--- config.mk ---
export PLATFORM = sky130hd
export DESIGN_NAME = asf_device_flat
export DESIGN_NICKNAME = d
export VERILOG_FILES = /design/src/inc/asf_pkg.sv /design/src/inc/asf_if.sv /design/src/design/asf_device.sv /design/src/flat_wrapper.sv
export SDC_FILE = /design/constraint.sdc
export NUM_CORES = 1
export LEC_CHECK = 0
export BUFFER_PORTS_ARGS = -buffer_cell sky130_fd_sc_hd__buf_4
export CAP_MARGIN = 5
export CORE_UTILIZATION = 50
export DETAILED_ROUTE_END_ITERATION = 8
export PLACE_DENSITY = 0.79
export SETUP_SLACK_MARGIN = 0.02
export SYNTH_ARGS = -nofsm -noshare
export SYNTH_HDL_FRONTEND = slang
export SYNTH_SLANG_ARGS = --single-unit
--- constraint.sdc ---
create_clock -name clk -period 3.95 [get_ports clk]
set_input_delay 0.395 -clock clk [delete_from_list [all_inputs] [get_ports clk]]
set_output_delay 0.395 -clock clk [all_outputs]
set_load 0.03 [all_outputs]
--- src/inc/asf_pkg.sv ---
// shared constants and types for the converter serial frame link
package asf_pkg;
   localparam int WORD_BITS       = 32;            // bits per output and input word
   localparam int DATA_BITS       = 24;            // conversion bits per word
   localparam int ADDR_BITS       = 16;            // address half of a write
   localparam int SETUP_SCO       = 8;             // readback select lead, serial periods
   localparam int DEC_LOW         = 128;           // decimation when select is high
   localparam int DEC_HIGH        = 256;           // decimation when select is low
   localparam int SETTLE_WORDS    = 4;             // filter settle time in output words
   localparam int OVR_DIV         = 4;             // overrange pin update divider (icycles)
   // register addresses on the write link
   localparam logic [15:0] ADDR_CTRL   = 16'h0001;
   localparam logic [15:0] ADDR_STATUS = 16'h0002;
   localparam logic [15:0] ADDR_GAIN   = 16'h0004;
   localparam logic [15:0] ADDR_OVRNG  = 16'h0005;
   // control register fields
   localparam int CTRL_LOW_POWER_FLAG_BIT   = 0;
   localparam int CTRL_RD_STAT    = 4;
   localparam int CTRL_RD_OVRNG   = 5;
   localparam int CTRL_RD_GAIN    = 6;
   localparam logic [15:0] GAIN_RST  = 16'hA000;   // gain reset value
   localparam logic [15:0] OVRNG_RST = 16'hCCCC;   // 80 percent of full scale
   // status bit positions inside the 32-bit word
   localparam int ST_SETTLE = 7;
   localparam int ST_OVR    = 6;
   localparam int ST_LOW_POWER_FLAG   = 5;
   localparam int ST_DEC1   = 4;
   localparam int ST_DEC0   = 3;
   // avalon register offsets of the host controller
   localparam logic [3:0] AV_CMD    = 4'h0;        // write: addr hi, data lo; launches write
   localparam logic [3:0] AV_RDATA  = 4'h4;        // last received word
   localparam logic [3:0] AV_STATUS = 4'h8;        // bit0 busy, bit1 new word sticky
   localparam logic [3:0] AV_SAMPLE = 4'hC;        // device side sample in
   localparam int HOST_CYC = 3;                    // host cycles per serial period min
endpackage

--- src/inc/asf_if.sv ---
// serial frame link between converter device and host controller
`timescale 1ns/100ps
interface asf_if;
   logic serialClockOut;       // serial clock from device
   logic outputFrameStrobeN;   // output frame, low for 32 periods
   logic serialDataOut;        // device to host data
   logic inputFrameStrobeN;    // host write frame strobe
   logic serialDataIn;         // host to device data
   modport device (output serialClockOut, output outputFrameStrobeN, output serialDataOut,
                   input inputFrameStrobeN, input serialDataIn);
   modport host   (input serialClockOut, input outputFrameStrobeN, input serialDataOut,
                   output inputFrameStrobeN, output serialDataIn);
endinterface

--- src/design/asf_device.sv ---
// converter digital end: output framing, write port, sync, status and overrange
// How it works
// - serial clock is master clock halved
// - output frame low for 32 serial periods
// - drive on rise, host captures on fall
// - 24 data, five status, three zeros
// - settle bit low until filter settles
// - overrange also clears settle bit
// - low power bit reports low power mode
// - decimation bits, low bit one for 128
// - select bit makes next frame readback
// - host writes select eight periods early
// - strobe seen on fall, bits follow
// - strobe 1..32 periods, early refalls ignored
// - 16 address bits then 16 data
// - writes anytime, then settle cleared
// - sync low holds sequencer at zero
// - host holds sync low six clocks
// - sync release realigns output frame
// - overrange pin at quarter internal rate
// - per-word overrange bit, mirrored in status
// - overrange limit defaults to 80 percent
// - normal power at start, bit enters low
// - internal clock is master clock halved
// - reset sampled on rising clock edge
`timescale 1ns/100ps
module asf_device
   import asf_pkg::*;
(
   input  wire logic        clk,          // master clock
   input  wire logic        nrst,         // synchronous reset, low active
   asf_if.device            link,         // serial frame link
   input  wire logic        syncN,        // filter sync pin, low active
   input  wire logic        decSelect,    // decimation_select: 1 = 128x
   input  wire logic [23:0] sampleIn,     // filtered conversion value
   input  wire logic [15:0] stageLevel,   // first-stage magnitude
   output logic             overrangePin, // overrange alert
   output logic             lowPowerOut   // low power active
);
   typedef struct packed {
      logic        phase;      // internal clock phase, serial clock level
      logic [8:0]  seq;        // filter sequencer in internal cycles
      logic [5:0]  outBit;     // bits left in output frame
      logic [31:0] outSh;      // output shift register
      logic        output_frame_strobe_n;        // output frame strobe
      logic        serial_data_out;        // serial data
      logic        inActive;   // capturing write word
      logic [5:0]  inCnt;      // input bits taken
      logic [5:0]  ignCnt;     // strobe lockout periods left
      logic        fsiPrev;    // strobe at previous fall
      logic [31:0] inSh;       // input shift register
      logic [15:0] ctrl;       // control register
      logic [15:0] gain;       // gain register
      logic [15:0] ovrLim;     // overrange limit
      logic [7:0]  settleCnt;  // words until filter settled
      logic        settled;    // filter settled flag
      logic        ovrAcc;     // overrange seen this word
      logic        ovrWord;    // overrange of last word
      logic [1:0]  ovrDiv;     // quarter rate divider
      logic        ovrPin;     // alert pin
      logic        sync1;      // sync synchroniser stage 1
      logic        sync2;      // sync synchroniser stage 2
      logic        syncHeld;   // sequencer held in sync
      logic        fsi1;       // strobe sync stage 1
      logic        fsi2;       // strobe sync stage 2
      logic        sdi1;       // data sync stage 1
      logic        sdi2;       // data sync stage 2
      logic        dec1;       // decimation pin sync stage 1
      logic        dec2;       // decimation pin sync stage 2
   } asf_dev_t;
   asf_dev_t st_r, st_nxt;
   logic [8:0]  wordLen;
   logic [31:0] outWord;
   logic [4:0]  statBits;
   logic        rise, fall;
   always_comb begin
      // word period follows the decimation select
      wordLen  = st_r.dec2 ? 9'(DEC_LOW - 1) : 9'(DEC_HIGH - 1);
      // status register view: overrange is the mirror of the last word
      statBits = {st_r.settled, st_r.ovrWord, st_r.ctrl[CTRL_LOW_POWER_FLAG_BIT], 1'b0, st_r.dec2};
   end
   // pins pass two flops; sync sampled each clock stands in for the falling-edge poll
   always_comb begin
      st_nxt       = st_r;
      st_nxt.sync1 = syncN;
      st_nxt.sync2 = st_r.sync1;
      st_nxt.fsi1  = link.inputFrameStrobeN;
      st_nxt.fsi2  = st_r.fsi1;
      st_nxt.sdi1  = link.serialDataIn;
      st_nxt.sdi2  = st_r.sdi1;
      st_nxt.dec1  = decSelect;
      st_nxt.dec2  = st_r.dec1;
      outWord      = 32'h0000_0000;
      st_nxt.phase = ~st_r.phase;
      rise = ~st_r.phase;                                          // serial clock goes high next
      fall = st_r.phase;
      // sync hold keeps sequencer at zero and restarts settling
      if (!st_r.sync2) begin
         // serial clock keeps running; the held sequencer realigns the next frame
         st_nxt.seq       = '0;
         st_nxt.syncHeld  = 1'b1;
         st_nxt.settled   = 1'b0;
         st_nxt.settleCnt = 8'(SETTLE_WORDS);
         st_nxt.output_frame_strobe_n       = 1'b1;
         st_nxt.outBit    = '0;
      end else if (fall) begin
         st_nxt.syncHeld = 1'b0;
         st_nxt.seq = (st_r.seq >= wordLen) ? '0 : st_r.seq + 9'd1;
         // overrange pin refreshes every fourth internal cycle
         st_nxt.ovrDiv = st_r.ovrDiv + 2'd1;
         if (st_r.ovrDiv == 2'(OVR_DIV - 1))
            st_nxt.ovrPin = (stageLevel > st_r.ovrLim);
         if (stageLevel > st_r.ovrLim) begin
            st_nxt.ovrAcc  = 1'b1;
            st_nxt.settled = 1'b0;
         end
      end
      // frame start at word boundary, on a rising serial edge
      if (st_r.sync2 && rise && st_r.seq == 9'd0) begin
         st_nxt.ovrWord = st_r.ovrAcc;
         st_nxt.ovrAcc  = 1'b0;
         if (st_r.settleCnt != 8'd0)
            st_nxt.settleCnt = st_r.settleCnt - 8'd1;
         else if (!st_r.ovrAcc)
            st_nxt.settled = 1'b1;
         if (st_r.ctrl[CTRL_RD_STAT])
            outWord = {16'h0000, 8'h00, statBits, 3'b000};
         else if (st_r.ctrl[CTRL_RD_OVRNG])
            outWord = {st_r.ovrLim, 16'h0000};
         else if (st_r.ctrl[CTRL_RD_GAIN])
            outWord = {st_r.gain, 16'h0000};
         // a result carries the overrange of its own gathering period
         else
            outWord = {sampleIn, st_r.settled, st_r.ovrAcc, statBits[2:0], 3'b000};
         st_nxt.ctrl[CTRL_RD_GAIN:CTRL_RD_STAT] = 3'b000;
         st_nxt.outBit = 6'(WORD_BITS);
         st_nxt.output_frame_strobe_n    = 1'b0;
         // msb leaves with the strobe so the host's first fall already sees it
         st_nxt.serial_data_out    = outWord[31];
         st_nxt.outSh  = {outWord[30:0], 1'b0};
      end else if (st_r.sync2 && rise && st_r.outBit != 6'd0) begin
         // one bit per later rising serial edge; a sync cuts the frame short
         st_nxt.outBit = st_r.outBit - 6'd1;
         if (st_r.outBit == 6'd1) begin
            st_nxt.output_frame_strobe_n = 1'b1;
         end else begin
            st_nxt.serial_data_out   = st_r.outSh[31];
            st_nxt.outSh = {st_r.outSh[30:0], 1'b0};
         end
      end
      if (fall) begin
         // write port: strobe checked on serial falls, lockout for 32 periods
         st_nxt.fsiPrev = st_r.fsi2;
         if (st_r.ignCnt != 6'd0)
            st_nxt.ignCnt = st_r.ignCnt - 6'd1;
         if (st_r.inActive) begin
            st_nxt.inSh  = {st_r.inSh[30:0], st_r.sdi2};
            st_nxt.inCnt = st_r.inCnt + 6'd1;
            if (st_r.inCnt == 6'(WORD_BITS - 1)) begin
               st_nxt.inActive = 1'b0;
               // first half is address, second half data
               if (st_r.inSh[30:15] == ADDR_CTRL)
                  st_nxt.ctrl = {st_r.inSh[14:0], st_r.sdi2};
               else if (st_r.inSh[30:15] == ADDR_GAIN)
                  st_nxt.gain = {st_r.inSh[14:0], st_r.sdi2};
               else if (st_r.inSh[30:15] == ADDR_OVRNG)
                  st_nxt.ovrLim = {st_r.inSh[14:0], st_r.sdi2};
               st_nxt.settled   = 1'b0;
               st_nxt.settleCnt = 8'(SETTLE_WORDS);
            end
         end else if (!st_r.fsi2 && st_r.fsiPrev && st_r.ignCnt == 6'd0) begin
            st_nxt.inActive = 1'b1;
            st_nxt.inCnt    = '0;
            st_nxt.ignCnt   = 6'(WORD_BITS);
         end
      end
   end
   // reset taken on rising edge of master clock
   always_ff @(posedge clk) begin
      if (!nrst) begin
         st_r <= '{phase: 1'b0, seq: 9'h000, outBit: 6'h00, outSh: 32'h0000_0000, output_frame_strobe_n: 1'b1,
                  serial_data_out: 1'b0, inActive: 1'b0, inCnt: 6'h00, ignCnt: 6'h00, fsiPrev: 1'b1,
                  inSh: 32'h0000_0000, ctrl: 16'h0000, gain: GAIN_RST, ovrLim: OVRNG_RST,
                  settleCnt: 8'(SETTLE_WORDS), settled: 1'b0, ovrAcc: 1'b0, ovrWord: 1'b0,
                  ovrDiv: 2'b00, ovrPin: 1'b0, sync1: 1'b1, sync2: 1'b1, syncHeld: 1'b0,
                  fsi1: 1'b1, fsi2: 1'b1, sdi1: 1'b0, sdi2: 1'b0,
                  dec1: decSelect, dec2: st_r.dec1};   // strap keeps syncing so frame one reports it
      end else begin
         st_r <= st_nxt;
      end
   end
   // outputs come straight from state flops
   assign link.serialClockOut     = st_r.phase;
   assign link.outputFrameStrobeN = st_r.output_frame_strobe_n;
   assign link.serialDataOut      = st_r.serial_data_out;
   assign overrangePin            = st_r.ovrPin;
   assign lowPowerOut             = st_r.ctrl[CTRL_LOW_POWER_FLAG_BIT];
endmodule

--- src/flat_wrapper.sv ---
// flat-port wrapper written by rule: the top's interface ports become plain ports
module asf_device_flat import asf_pkg::*;
  (clk, nrst, syncN, decSelect, sampleIn, stageLevel, overrangePin, lowPowerOut, link_serialClockOut, link_outputFrameStrobeN, link_serialDataOut, link_inputFrameStrobeN, link_serialDataIn);
  asf_if link_i ();
  input  wire logic clk;
  input  wire logic nrst;
  input  wire logic syncN;
  input  wire logic decSelect;
  input  wire logic [23:0] sampleIn;
  input  wire logic [15:0] stageLevel;
  output logic overrangePin;
  output logic lowPowerOut;
  output wire logic [$bits(link_i.serialClockOut)-1:0] link_serialClockOut;
  output wire logic [$bits(link_i.outputFrameStrobeN)-1:0] link_outputFrameStrobeN;
  output wire logic [$bits(link_i.serialDataOut)-1:0] link_serialDataOut;
  input wire logic [$bits(link_i.inputFrameStrobeN)-1:0] link_inputFrameStrobeN;
  input wire logic [$bits(link_i.serialDataIn)-1:0] link_serialDataIn;
  assign link_serialClockOut = link_i.serialClockOut;
  assign link_outputFrameStrobeN = link_i.outputFrameStrobeN;
  assign link_serialDataOut = link_i.serialDataOut;
  assign link_i.inputFrameStrobeN = link_inputFrameStrobeN;
  assign link_i.serialDataIn = link_serialDataIn;
  asf_device u_core (.clk(clk), .nrst(nrst), .link(link_i), .syncN(syncN), .decSelect(decSelect), .sampleIn(sampleIn), .stageLevel(stageLevel), .overrangePin(overrangePin), .lowPowerOut(lowPowerOut));
endmodule
Word-level counts from Yosys, hierarchy flattened
Cells that the tools add are included.
Word-level totals
  input port bits: 46
  latch bits: 0
  flip-flop bits (word level): 155
  memory bits (read-only): 0
  word-level logic and storage cells: 110
  RAM bits: 0
  memories: 0
Operators by class
  mux-type cells: 35
  equal/unequal tests: 9
  magnitude comparators: 2
  multipliers: 0
  bitwise logic cells: 4
  reductions and logical operators: 24
  div/mod/pow operators: 0
  $add $sub $neg: 6
  shift operators: 0
Operator list (count)
  two-way mux 32 bit: 5
  two-way mux 48 bit: 3
  two-way mux 40 bit: 2
  two-way mux 16 bit: 3
  == test 16 x 3 -> 1 bit (second input constant): 2
  two-way mux 8 bit: 3
  two-way mux 6 bit: 3
  == test 16 x 1 -> 1 bit (second input constant): 1
  greater-than comparator 16 bit: 1
  two-way mux 7 bit: 2
  two-way mux 13 bit: 1
  nonzero test 6 bit: 2
  subtractor 6 x 1 -> 6 bit (second input constant): 2
  two-way mux 11 bit: 1
  AND reduction 2 bit: 5
  adder 9 x 1 -> 9 bit (second input constant): 1
  >= comparator 9 bit: 1
  logical NOT 9 bit: 1
  two-way mux 9 bit: 1
  two-way mux 1 bit: 8
  nonzero test 8 bit: 1
  subtractor 8 x 1 -> 8 bit (second input constant): 1
  adder 6 x 1 -> 6 bit (second input constant): 1
  == test 6 x 1 -> 1 bit (second input constant): 1
  18 further kinds: 28

Depth between registers and ports, before layout
Gate-level depths: netlist of the first run.
  depth after elaboration: 10
  gate-level depth with buffers: 9
  mapped depth without buffers: 7

Least setup slack after synthesis of the first run
OpenSTA, ideal clock, no wires.
  kind: register to register
  start: register u_core.st_r[157] in the netlist's numbering
  end: register u_core.st_r[22] in the netlist's numbering
  data required time: 3.833 ns
  slack: 1.668 ns
  arrival time: 2.165 ns
  stages on the path, launching flop included: 8
  path through: dfxtp_1 > inv_1 > ha_1 > or4b_1 > or3_4 > nor2_1 > mux2_2 > a32o_1
Between the ends
  longest elaborated chain between the ends: 6
RTL lines
  start, declared: line asf_device.sv:71  | asf_dev_t st_r, st_nxt;
  start signal, assigned: line asf_device.sv:181  | st_r <= '{phase: 1'b0, seq: 9'h000, outBit: 6'h00, outSh: 32'h0000_0000, output_frame_strobe_n: 1'b1,
  start signal, assigned: line asf_device.sv:189  | st_r <= st_nxt;
  logical NOT 9 bit *: line asf_device.sv:119  | if (st_r.sync2 && rise && st_r.seq == 9'd0) begin
  logical AND 1 bit *: line asf_device.sv:119
  two-way mux 11 bit *: line asf_device.sv:119
  two-way mux 48 bit: line asf_device.sv:159  | if (st_r.inCnt == 6'(WORD_BITS - 1)) begin
  two-way mux 48 bit: line asf_device.sv:156  | if (st_r.inActive) begin
  two-way mux 48 bit *: line asf_device.sv:151  | if (fall) begin
Every way passes the cells marked *; elsewhere a longest branch is shown, timed or not.
A chain may end at the register's enable or synchronous reset.

Worst setup path after layout of the first run
  start: register u_core.st_r[157] in the netlist's numbering
  end: register u_core.st_r[125] in the netlist's numbering
Between the ends
  longest elaborated chain between the ends: 4
  elaborated cells between the ends (all ways): 6
RTL lines (line)
  logical NOT 9 bit *: asf_device.sv:119
  logical AND 1 bit *: asf_device.sv:119
  inequality test 2 x 1 -> 1 bit (no line) or nonzero test 2 bit (tied branches)
  AND reduction 2 bit (no line)
Marked as above.

==> results of run 1 <==
==> Yosys cell counts (all sizes together), types with 3 or more instances <==
| cell type | number | area, µm² |
|---|---|---|
| or4b | 3 | 33.8 |
| ha | 28 | 350 |
| mux2i | 22 | 220 |
| nand2 | 172 | 653 |
| and3 | 5 | 31.3 |
| nor3 | 11 | 55.1 |
| xnor2 | 10 | 87.6 |
| clkbuf | 35 | 131 |
| xor2 | 10 | 87.6 |
| nor4 | 6 | 65.1 |
| o211ai | 9 | 67.6 |
| or4 | 4 | 30.0 |
| o21ai | 51 | 255 |
| a32o | 3 | 30.0 |
| dfxtp | 151 | 3020 |
| a22oi | 26 | 195 |
| inv | 29 | 109 |
| a31oi | 3 | 18.8 |
| nor2 | 53 | 206 |
| or3 | 3 | 23.8 |
| nand2b | 9 | 56.3 |
| nand3 | 19 | 95.1 |
| nor2b | 3 | 18.8 |
| mux2 | 3 | 33.8 |
| nand4 | 9 | 56.3 |
| a21oi | 108 | 541 |
| and2 | 5 | 31.3 |
| buf | 14 | 88.8 |
==> flip-flops by register name, summed over array words and instances, names as in the netlist <==
register and cells:
u_core.link.outputFrameStrobeN 1, u_core.link.serialDataOut 1, u_core.overrangePin 1, u_core.link.serialClockOut 1, u_core.lowPowerOut 1, u_core.st_nxt 4, u_core.st_r 142
==> power groups by stage <==
stage,clock network [W],logic (W),registers [W]
floorplan,0,0.000558,0.00176
global placement,0,0.000675,0.00177
detailed placement,0,0.000691,0.00178
CTS,0.00171,0.000700,0.00175
global route,0.00177,0.000800,0.00177
finish,0.00169,0.000701,0.00175
==> cell type report <==
class | instances | area, µm² | share of cell area, %
sequential | 151 | 3020 | 38.6
timing repair buffer | 55 | 413 | 5.28
tap | 176 | 220 | 2.82
clock inverter | 12 | 176 | 2.26
multi-input combinational | 598 | 3430 | 43.9
inverter | 29 | 109 | 1.39
clock buffer | 20 | 447 | 5.71
==> cells by family after synthesis <==
logic type | synth area share [%]
mux | 3.74
compound gates | 17.9
buf+inv | 4.85
flops | 44.5
fa+ha+maj | 5.16
xor+xnor | 2.58
simple gates | 21.2
==> worst paths after layout <==
check	to	slack (ps)	start
hold reg to reg	u_core.st_r[0]$_DFF_P_	330	u_core.st_nxt[0]$_DFF_P_
setup / recovery	u_core.st_r[125]$_SDFFE_PN0P_	1280	u_core.st_r[157]$_SDFFE_PN0P_
setup reg to reg	u_core.st_r[125]$_SDFFE_PN0P_	1280	u_core.st_r[157]$_SDFFE_PN0P_
hold / removal	u_core.st_nxt[0]$_DFF_P_	80	decSelect
==> worst reg2reg max path, cell delays in order (launching register included) <==
cell and delay, ps:
dfxtp_1 350, inv_1 70, ha_1 130, or4b_1 450, or3_4 520, and2_1 510
a222oi_1 420, nor3_1 90
==> layer usage <==
metal / routed length (µm) / share of wire (%) / vias to the layer above
met2: 7160 / 47 / 141
met3: 789 / 5.1 / 24
met1: 7060 / 46 / 2645
li1: - / - / 2916
met5: 0 / 0 / -
met4: 312 / 2.0 / 0
==> through the flow <==
step / total power, W / std cells / util (%)
finish: 0.00414 / 1041 / 59.1
global route: 0.00434 / 1041 / 59.1
CTS: 0.00416 / 1041 / 59.1
detailed placement: 0.00247 / 1009 / 54.4
global placement: 0.00245 / 1009 / 54.4
floorplan: 0.00232 / 827 / -
==> metrics.csv, run 1 <==
metric,value,unit
clock_latency,420,ps
outcome,"complete, no violations",
endpoint_kind,register,
hp-class,input pin to register,
vias,5726,
cts_max_path_buffers,2,
hold_buffers,0,
fmax,375,MHz
pwr-share-comb,16.9,%
worst-path-stages,7,
vias_per_cell,5.50,
grt_antenna_before_repair,0,
power.share.switching,26.9,%
power_density,530,mW/mm²
drc,0,
leakagePower,2.96,nW
hold_viol,0,
yosysUniqueCellTypes,54,
grt_use_met3,4.20,%
p_seq_share,42.2,%
max_stage_delay,520,ps
ys_ff_latch,151,
worst-path-buf-inv,1,
root_buffer,clkbuf_16,
synthCells,827,
portBuffers,50,
dpl_cell_area,0.00720,mm²
drive_gt1_share,11.4,%
grtUsageTotal,22.7,%
cts_repair_resize_count,0,
use_met2,35.6,%
cp-start-kind,register,
grt-busiest-layer,met2,
start_util,51.2,%
cts.sinks,151,
post-cts-setup-buffer-count,0,
syn_avg_cell_area,8.21,µm²
drt.antenna.violating_nets,0,
cp_slowest_cell,or3_4,
layout_common_cells,"171 x nand2_1, 151 x dfxtp_1, 108 x a21oi_1",
crit_family,simple AND/OR/NAND/NOR gates,
holdPathStages,1,
fill_cells,1187,
grt_use_met1,31.0,%
holdWs,79.1,ps
intPower,0.00303,W
pre_cts_ws,1290,ps
period_share,67.5,%
r2r_cells,7,
numCtsBuffers,17,
diodes,0,
gp_congestion,0.877,
netlist_area,0.00679,mm²
coreArea,0.0132,mm²
drt-initial-drc-count,579,
wl,15300,µm
path_cells,inv_1 -> ha_1 -> or4b_1 -> or3_4 -> and2_1 -> a222oi_1 -> nor3_1,
area_growth,15.3,%
finalSetupTns,0,ps
arrival,2950,ps
async_reset_ff_share,0,%
clock_skew,8.76,ps
tritoncts,built,
synth_edf_count,0,
p_switching,0.00112,W
grt_overflow,0,
layout_commonest_cell,nand2_1,
wl_per_cell,14.7,µm
slew_violations,0,
nNetsFinal,926,
maxCapViolCount,0,
ys_seq_area_share,44.5,%
drt_first_pass_iters,5,
die_x,119,µm
layout_setup_ws,1280,ps
grt_max_degree,56,
clockPowerShare,40.8,%
syn_nets,901,
grt_pass1_wl,25600,µm
maxSlewHeadroom,16.2,%
max_slew.worst_pin.slew,1260,ps
ys_warn_count,0,
final_cell_area,0.00782,mm²
grt_pass1_vias,5308,
htree_levels,4,
cp.required,4230,ps
die-height,119,µm
rows,42,
synth_ff_type,dfxtp_1,
fp.dieArea,0.0140,mm²
ir_drop,387,µV
setup_viol,0,
path_clk_slew,60,ps
path_max_fanout,27,
dp_hpwl,10100,µm
pin_count,51,
crit_type,register to register,
rsz0062_at_grt,false,
period_needed,2670,ps
Note: power is estimated with default switching activity, not from simulation.
==> run 2: changes to the inputs <==
PLACE_DENSITY = 0.82   (was 0.79)
clock period = 2.3 ns   (was 3.95 ns; I/O delays follow)
==> run 2 against run 1 <==
Effect of this change: setup slack got worse by 1200 ps; design area up 4.9%; sequential power up 72%; clock power grew 78%; combinational power up 100%; non-clock buffer count grew 30; highest routed layer unchanged; utilization is 2.9 points higher; routed wire length grew 7.0%; total power rose by 79%; die area is the same; via count up 5.4%.
==> metrics.csv, run 2 (same netlist as run 1, synthesis figures left out) <==
metric,value,unit
outcome,"complete, no violations",
path_cells,or4_1 -> or3_4 -> nor2_2 -> mux2_2 -> a32o_1,
grt_use_met1,31.3,%
cp.required,2600,ps
rows,42,
grt_max_degree,71,
pre_cts_ws,36.0,ps
layout_common_cells,"171 x nand2_1, 151 x dfxtp_1, 108 x a21oi_1",
endpoint_kind,register,
drt-initial-drc-count,674,
largest_reg_flops,142,
diodes,0,
tritoncts,built,
crit_type,register to register,
clock_skew,6.32,ps
power_density,903,mW/mm²
max_stage_delay,560,ps
period_share,95.8,%
grtUsageTotal,24.0,%
use_met2,39.0,%
maxSlewHeadroom,55.8,%
cts.sinks,151,
drt_first_pass_iters,5,
maxCapViolCount,0,
die_x,119,µm
pin_count,51,
hp-class,input pin to register,
drt.antenna.violating_nets,0,
root_buffer,clkbuf_16,
path_max_fanout,8,
coreArea,0.0132,mm²
path_clk_slew,60,ps
drive_gt1_share,14.3,%
crit_family,simple AND/OR/NAND/NOR gates,
gp_congestion,0.886,
vias,6034,
layout_setup_ws,96.3,ps
die-height,119,µm
clock_latency,410,ps
dp_hpwl,10400,µm
drc,0,
slew_violations,0,
setup_viol,0,
cts_max_path_buffers,2,
wl_per_cell,15.3,µm
grt_pass1_vias,5715,
period_needed,2200,ps
worst-path-buf-inv,0,
grt-busiest-layer,met2,
numCtsBuffers,17,
max_flop_register,u_core.st_r,
hold_viol,0,
grt_antenna_before_repair,0,
total_power,0.00741,W
finish.utilization,62.0,%
fmax,454,MHz
max_slew.worst_pin.slew,646,ps
ir_drop,570,µV
cp-start-kind,register,
portBuffers,50,
vias_per_cell,5.64,
rsz0062_at_grt,false,
grt_use_met3,3.72,%
holdWs,13.3,ps
grt_pass1_wl,27200,µm
grt_overflow,0,
layout_commonest_cell,nand2_1,
arrival,2510,ps
htree_levels,4,
wl,16400,µm
leakagePower,3.16,nW
fp.dieArea,0.0140,mm²
start_util,51.2,%
nNetsFinal,956,
cp_slowest_cell,or4_1,
area_growth,21.0,%
finalSetupTns,0,ps
-- run 2: repair_timing --
action / in CTS / in global routing
hold buffers: 2 / 0
pin swaps: 0 / 2
setup endpoints to repair: 1 / 30
endpoints found under the hold margin: 2 / 0
setup buffers: 0 / 1
gates resized for setup: 1 / 3
-- run 2: cell type report --
type                    instances  area (µm²)
well taps                     176         220
repair buffers                 85         756
inverters                      29         109
multi-input cells             598        3460
clock buffers                  19         443
clock inverters                12         200
flip-flops and latches        151        3020
fillers                      1096        5030
-- run 2: worst reg2reg max path, stage by stage (launching register included) --
cell	delay [ps]
dfxtp_1	340
or4_1	560
or3_4	460
nor2_2	150
mux2_2	340
a32o_1	250
-- run 2: stage by stage --
step	cells	instance area, µm²
after CTS	1069	8170
after detailed placement	1036	7500
after global routing	1070	8210
after global placement	1036	7500
after floorplan	827	6790
final	1070	8210
-- run 2: worst paths after layout --
path | slack, ps | from | cells after the start | to
hold reg to reg | 340 | u_core.st_nxt[0]$_DFF_P_ | 0 | u_core.st_r[0]$_DFF_P_
setup reg to reg | 100 | u_core.st_r[161]$_SDFFE_PN0P_ | 5 | u_core.st_r[22]$_SDFF_PN0_
setup / recovery | 100 | u_core.st_r[161]$_SDFFE_PN0P_ | 5 | u_core.st_r[22]$_SDFF_PN0_
hold / removal | 10 | syncN | 2 | u_core.st_nxt[7]$_SDFF_PN1_
-- run 2: layer usage --
metal | up-vias | wire length [µm] | part of all wire, %
met5 | - | 0 | 0
met4 | 0 | 386 | 2.4
met3 | 32 | 835 | 5.1
met2 | 177 | 7890 | 48
met1 | 2851 | 7290 | 44
li1 | 2974 | - | -
-- run 2: power breakdown --
group	switching (W)	internal (W)
Clock	0.00106	0.00195
Combinational	0.000748	0.000655
Sequential	0.000160	0.00285
Total	0.00196	0.00545
==> run 3: changes to the inputs <==
GPL_TIMING_DRIVEN = 0   (was default)
==> run 3 against run 2 <==
Effect of this change: routed wire length rose by 2.2%; total power fell by 7.2%; sequential cell count did not move; count of clock-buffer cells in the layout rose by 8; register-to-register slack got worse by 40 ps; design area fell by 1.3%; via count rose by 2.1%; fmax fell by 1.7%; sequential share of layout area rose by 0.54 points; global-route usage rose by 0.56 points; highest routed layer unchanged; hold slack improved by 29 ps; cell count rose by 2.0%.
==> metrics.csv, run 3 (same netlist as run 1, synthesis figures left out) <==
metric,value,unit
holdWs,41.9,ps
r2r-start,u_core.st_r[160]$_SDFFE_PN0P_,
crit_type,register to register,
period_share,97.5,%
wl,16800,µm
path_max_fanout,6,
cp.required,2610,ps
endpoint_kind,register,
cts.sinks,151,
fp.dieArea,0.0140,mm²
vias_per_cell,5.65,
dp_cells,1052,
area_growth,19.4,%
maxCapViolCount,0,
drt.antenna.violating_nets,0,
wl_per_cell,15.4,µm
min_to,u_core.st_nxt[2]$_SDFF_PN0_,
drt_first_pass_iters,6,
setup_viol,0,
grtUsageTotal,24.5,%
diodes,0,
grt_max_degree,17,
period_needed,2240,ps
rr_endpoint,u_core.st_r[22]$_SDFF_PN0_,
drt-initial-drc-count,672,
drive_gt1_share,13.8,%
cts_max_path_buffers,2,
portBuffers,49,
cp-start-kind,register,
nNetsFinal,978,
fin_cells,1091,
r2r_setup_slack,60,ps
clock_latency,420,ps
holdPathStages,2,
tritoncts,built,
clock_skew,6.59,ps
largest_reg_flops,142,
htree_levels,4,
fmax,446,MHz
outcome,"complete, no violations",
die-height,119,µm
numCtsBuffers,17,
gp_congestion,0.892,
max_flop_register,u_core.st_r,
grt_overflow,0,
grt_antenna_before_repair,0,
path_clk_slew,60,ps
grt_pass1_wl,27500,µm
slew_violations,0,
vias,6160,
layout_common_cells,"171 x nand2_1, 148 x dfxtp_1, 107 x a21oi_1",
rows,42,
hp-class,input pin to register,
drc,0,
hp-start,link_serialDataIn,
coreArea,0.0132,mm²
die_x,119,µm
ir_drop,580,µV
dp_hpwl,11800,µm
arrival,2550,ps
rsz0062_at_grt,true,
root_buffer,clkbuf_16,
leakagePower,3.09,nW
power_density,849,mW/mm²
start_util,51.2,%
r2r_cells,5,
layout_commonest_cell,nand2_1,
max_slew.worst_pin.slew,716,ps
pin_count,51,
grt_pass1_vias,5835,
hold_viol,0,
maxSlewHeadroom,52.3,%
## run 3: layout make-up
| cell class | count | area [µm²] |
|---|---|---|
| buffer | 47 | 243 |
| tap | 176 | 220 |
| clock inverter | 3 | 17.5 |
| timing repair buffer | 60 | 465 |
| fill | 1133 | 5140 |
| clock buffer | 27 | 503 |
| inverter | 29 | 109 |
| sequential | 151 | 3030 |
| multi-input combinational | 598 | 3520 |
## run 3: worst max path at each step
| stage | startpoint | end | slack (ps) | depth (start not counted) |
|---|---|---|---|---|
| final | u_core.st_r[160]$_SDFFE_PN0P_ | u_core.st_r[22]$_SDFF_PN0_ | 60 | 5 |
| after floorplan | u_core.st_r[157]$_SDFFE_PN0P_ | u_core.st_r[22]$_SDFF_PN0_ | 80 | 7 |
| after global placement | u_core.st_r[157]$_SDFFE_PN0P_ | u_core.st_r[150]$_SDFFE_PN0P_ | -50 | 9 |
| after CTS | u_core.st_r[158]$_SDFFE_PN0P_ | u_core.st_r[141]$_SDFFE_PN0P_ | 8 | 9 |
| after detailed placement | u_core.st_r[157]$_SDFFE_PN0P_ | u_core.st_r[137]$_SDFFE_PN0P_ | -90 | 9 |
| after global routing | u_core.st_r[157]$_SDFFE_PN0P_ | u_core.st_r[14]$_SDFF_PN0_ | -20 | 9 |
## run 3: critical path: stages (launching register included)
cell and delay (ps):
dfxtp_1 360, or4_1 590, or3_4 440, nor2_4 150, mux2_2 350, a32o_1 250
## run 3: metal layers
layer / global-route usage, % / wire length, µm / vias up
met5: 0 / 0 / -
met4: 9.81 / 378 / 0
met3: 4.92 / 1090 / 36
met2: 39.9 / 7800 / 192
met1: 31.9 / 7470 / 2907
li1: - / - / 3025
## run 3: repair_timing
item / 4_1_cts / 5_1_grt
gates cloned: 0 / 1
setup endpoints to repair: 43 / 68
endpoints found under the hold margin: 2 / 1
buffers inserted: 3 / 4
resized for setup: 13 / 28
pin swaps: 5 / 9
hold buffers: 2 / 1
## run 3: through the flow
stage / power, W / setup WS [ps] / area (µm²) / util, % / TNS, ps
final: 0.00688 / 58.2 / 8100 / 61.2 / 0
after CTS: 0.00682 / 7.74 / 7970 / 60.2 / 0
after global placement: 0.00428 / -54.4 / 7380 / 55.7 / -720
after detailed placement: 0.00432 / -86.9 / 7380 / 55.7 / -1480
after global routing: 0.00720 / -21.5 / 8100 / 61.2 / -144
after floorplan: 0.00399 / 77.6 / 6790 / - / 0
## run 3: where the power goes
group	internal, W	total, W	switching, W
registers	0.00285	0.00301	0.000163
clock network	0.00148	0.00247	0.000997
logic	0.000626	0.00139	0.000764
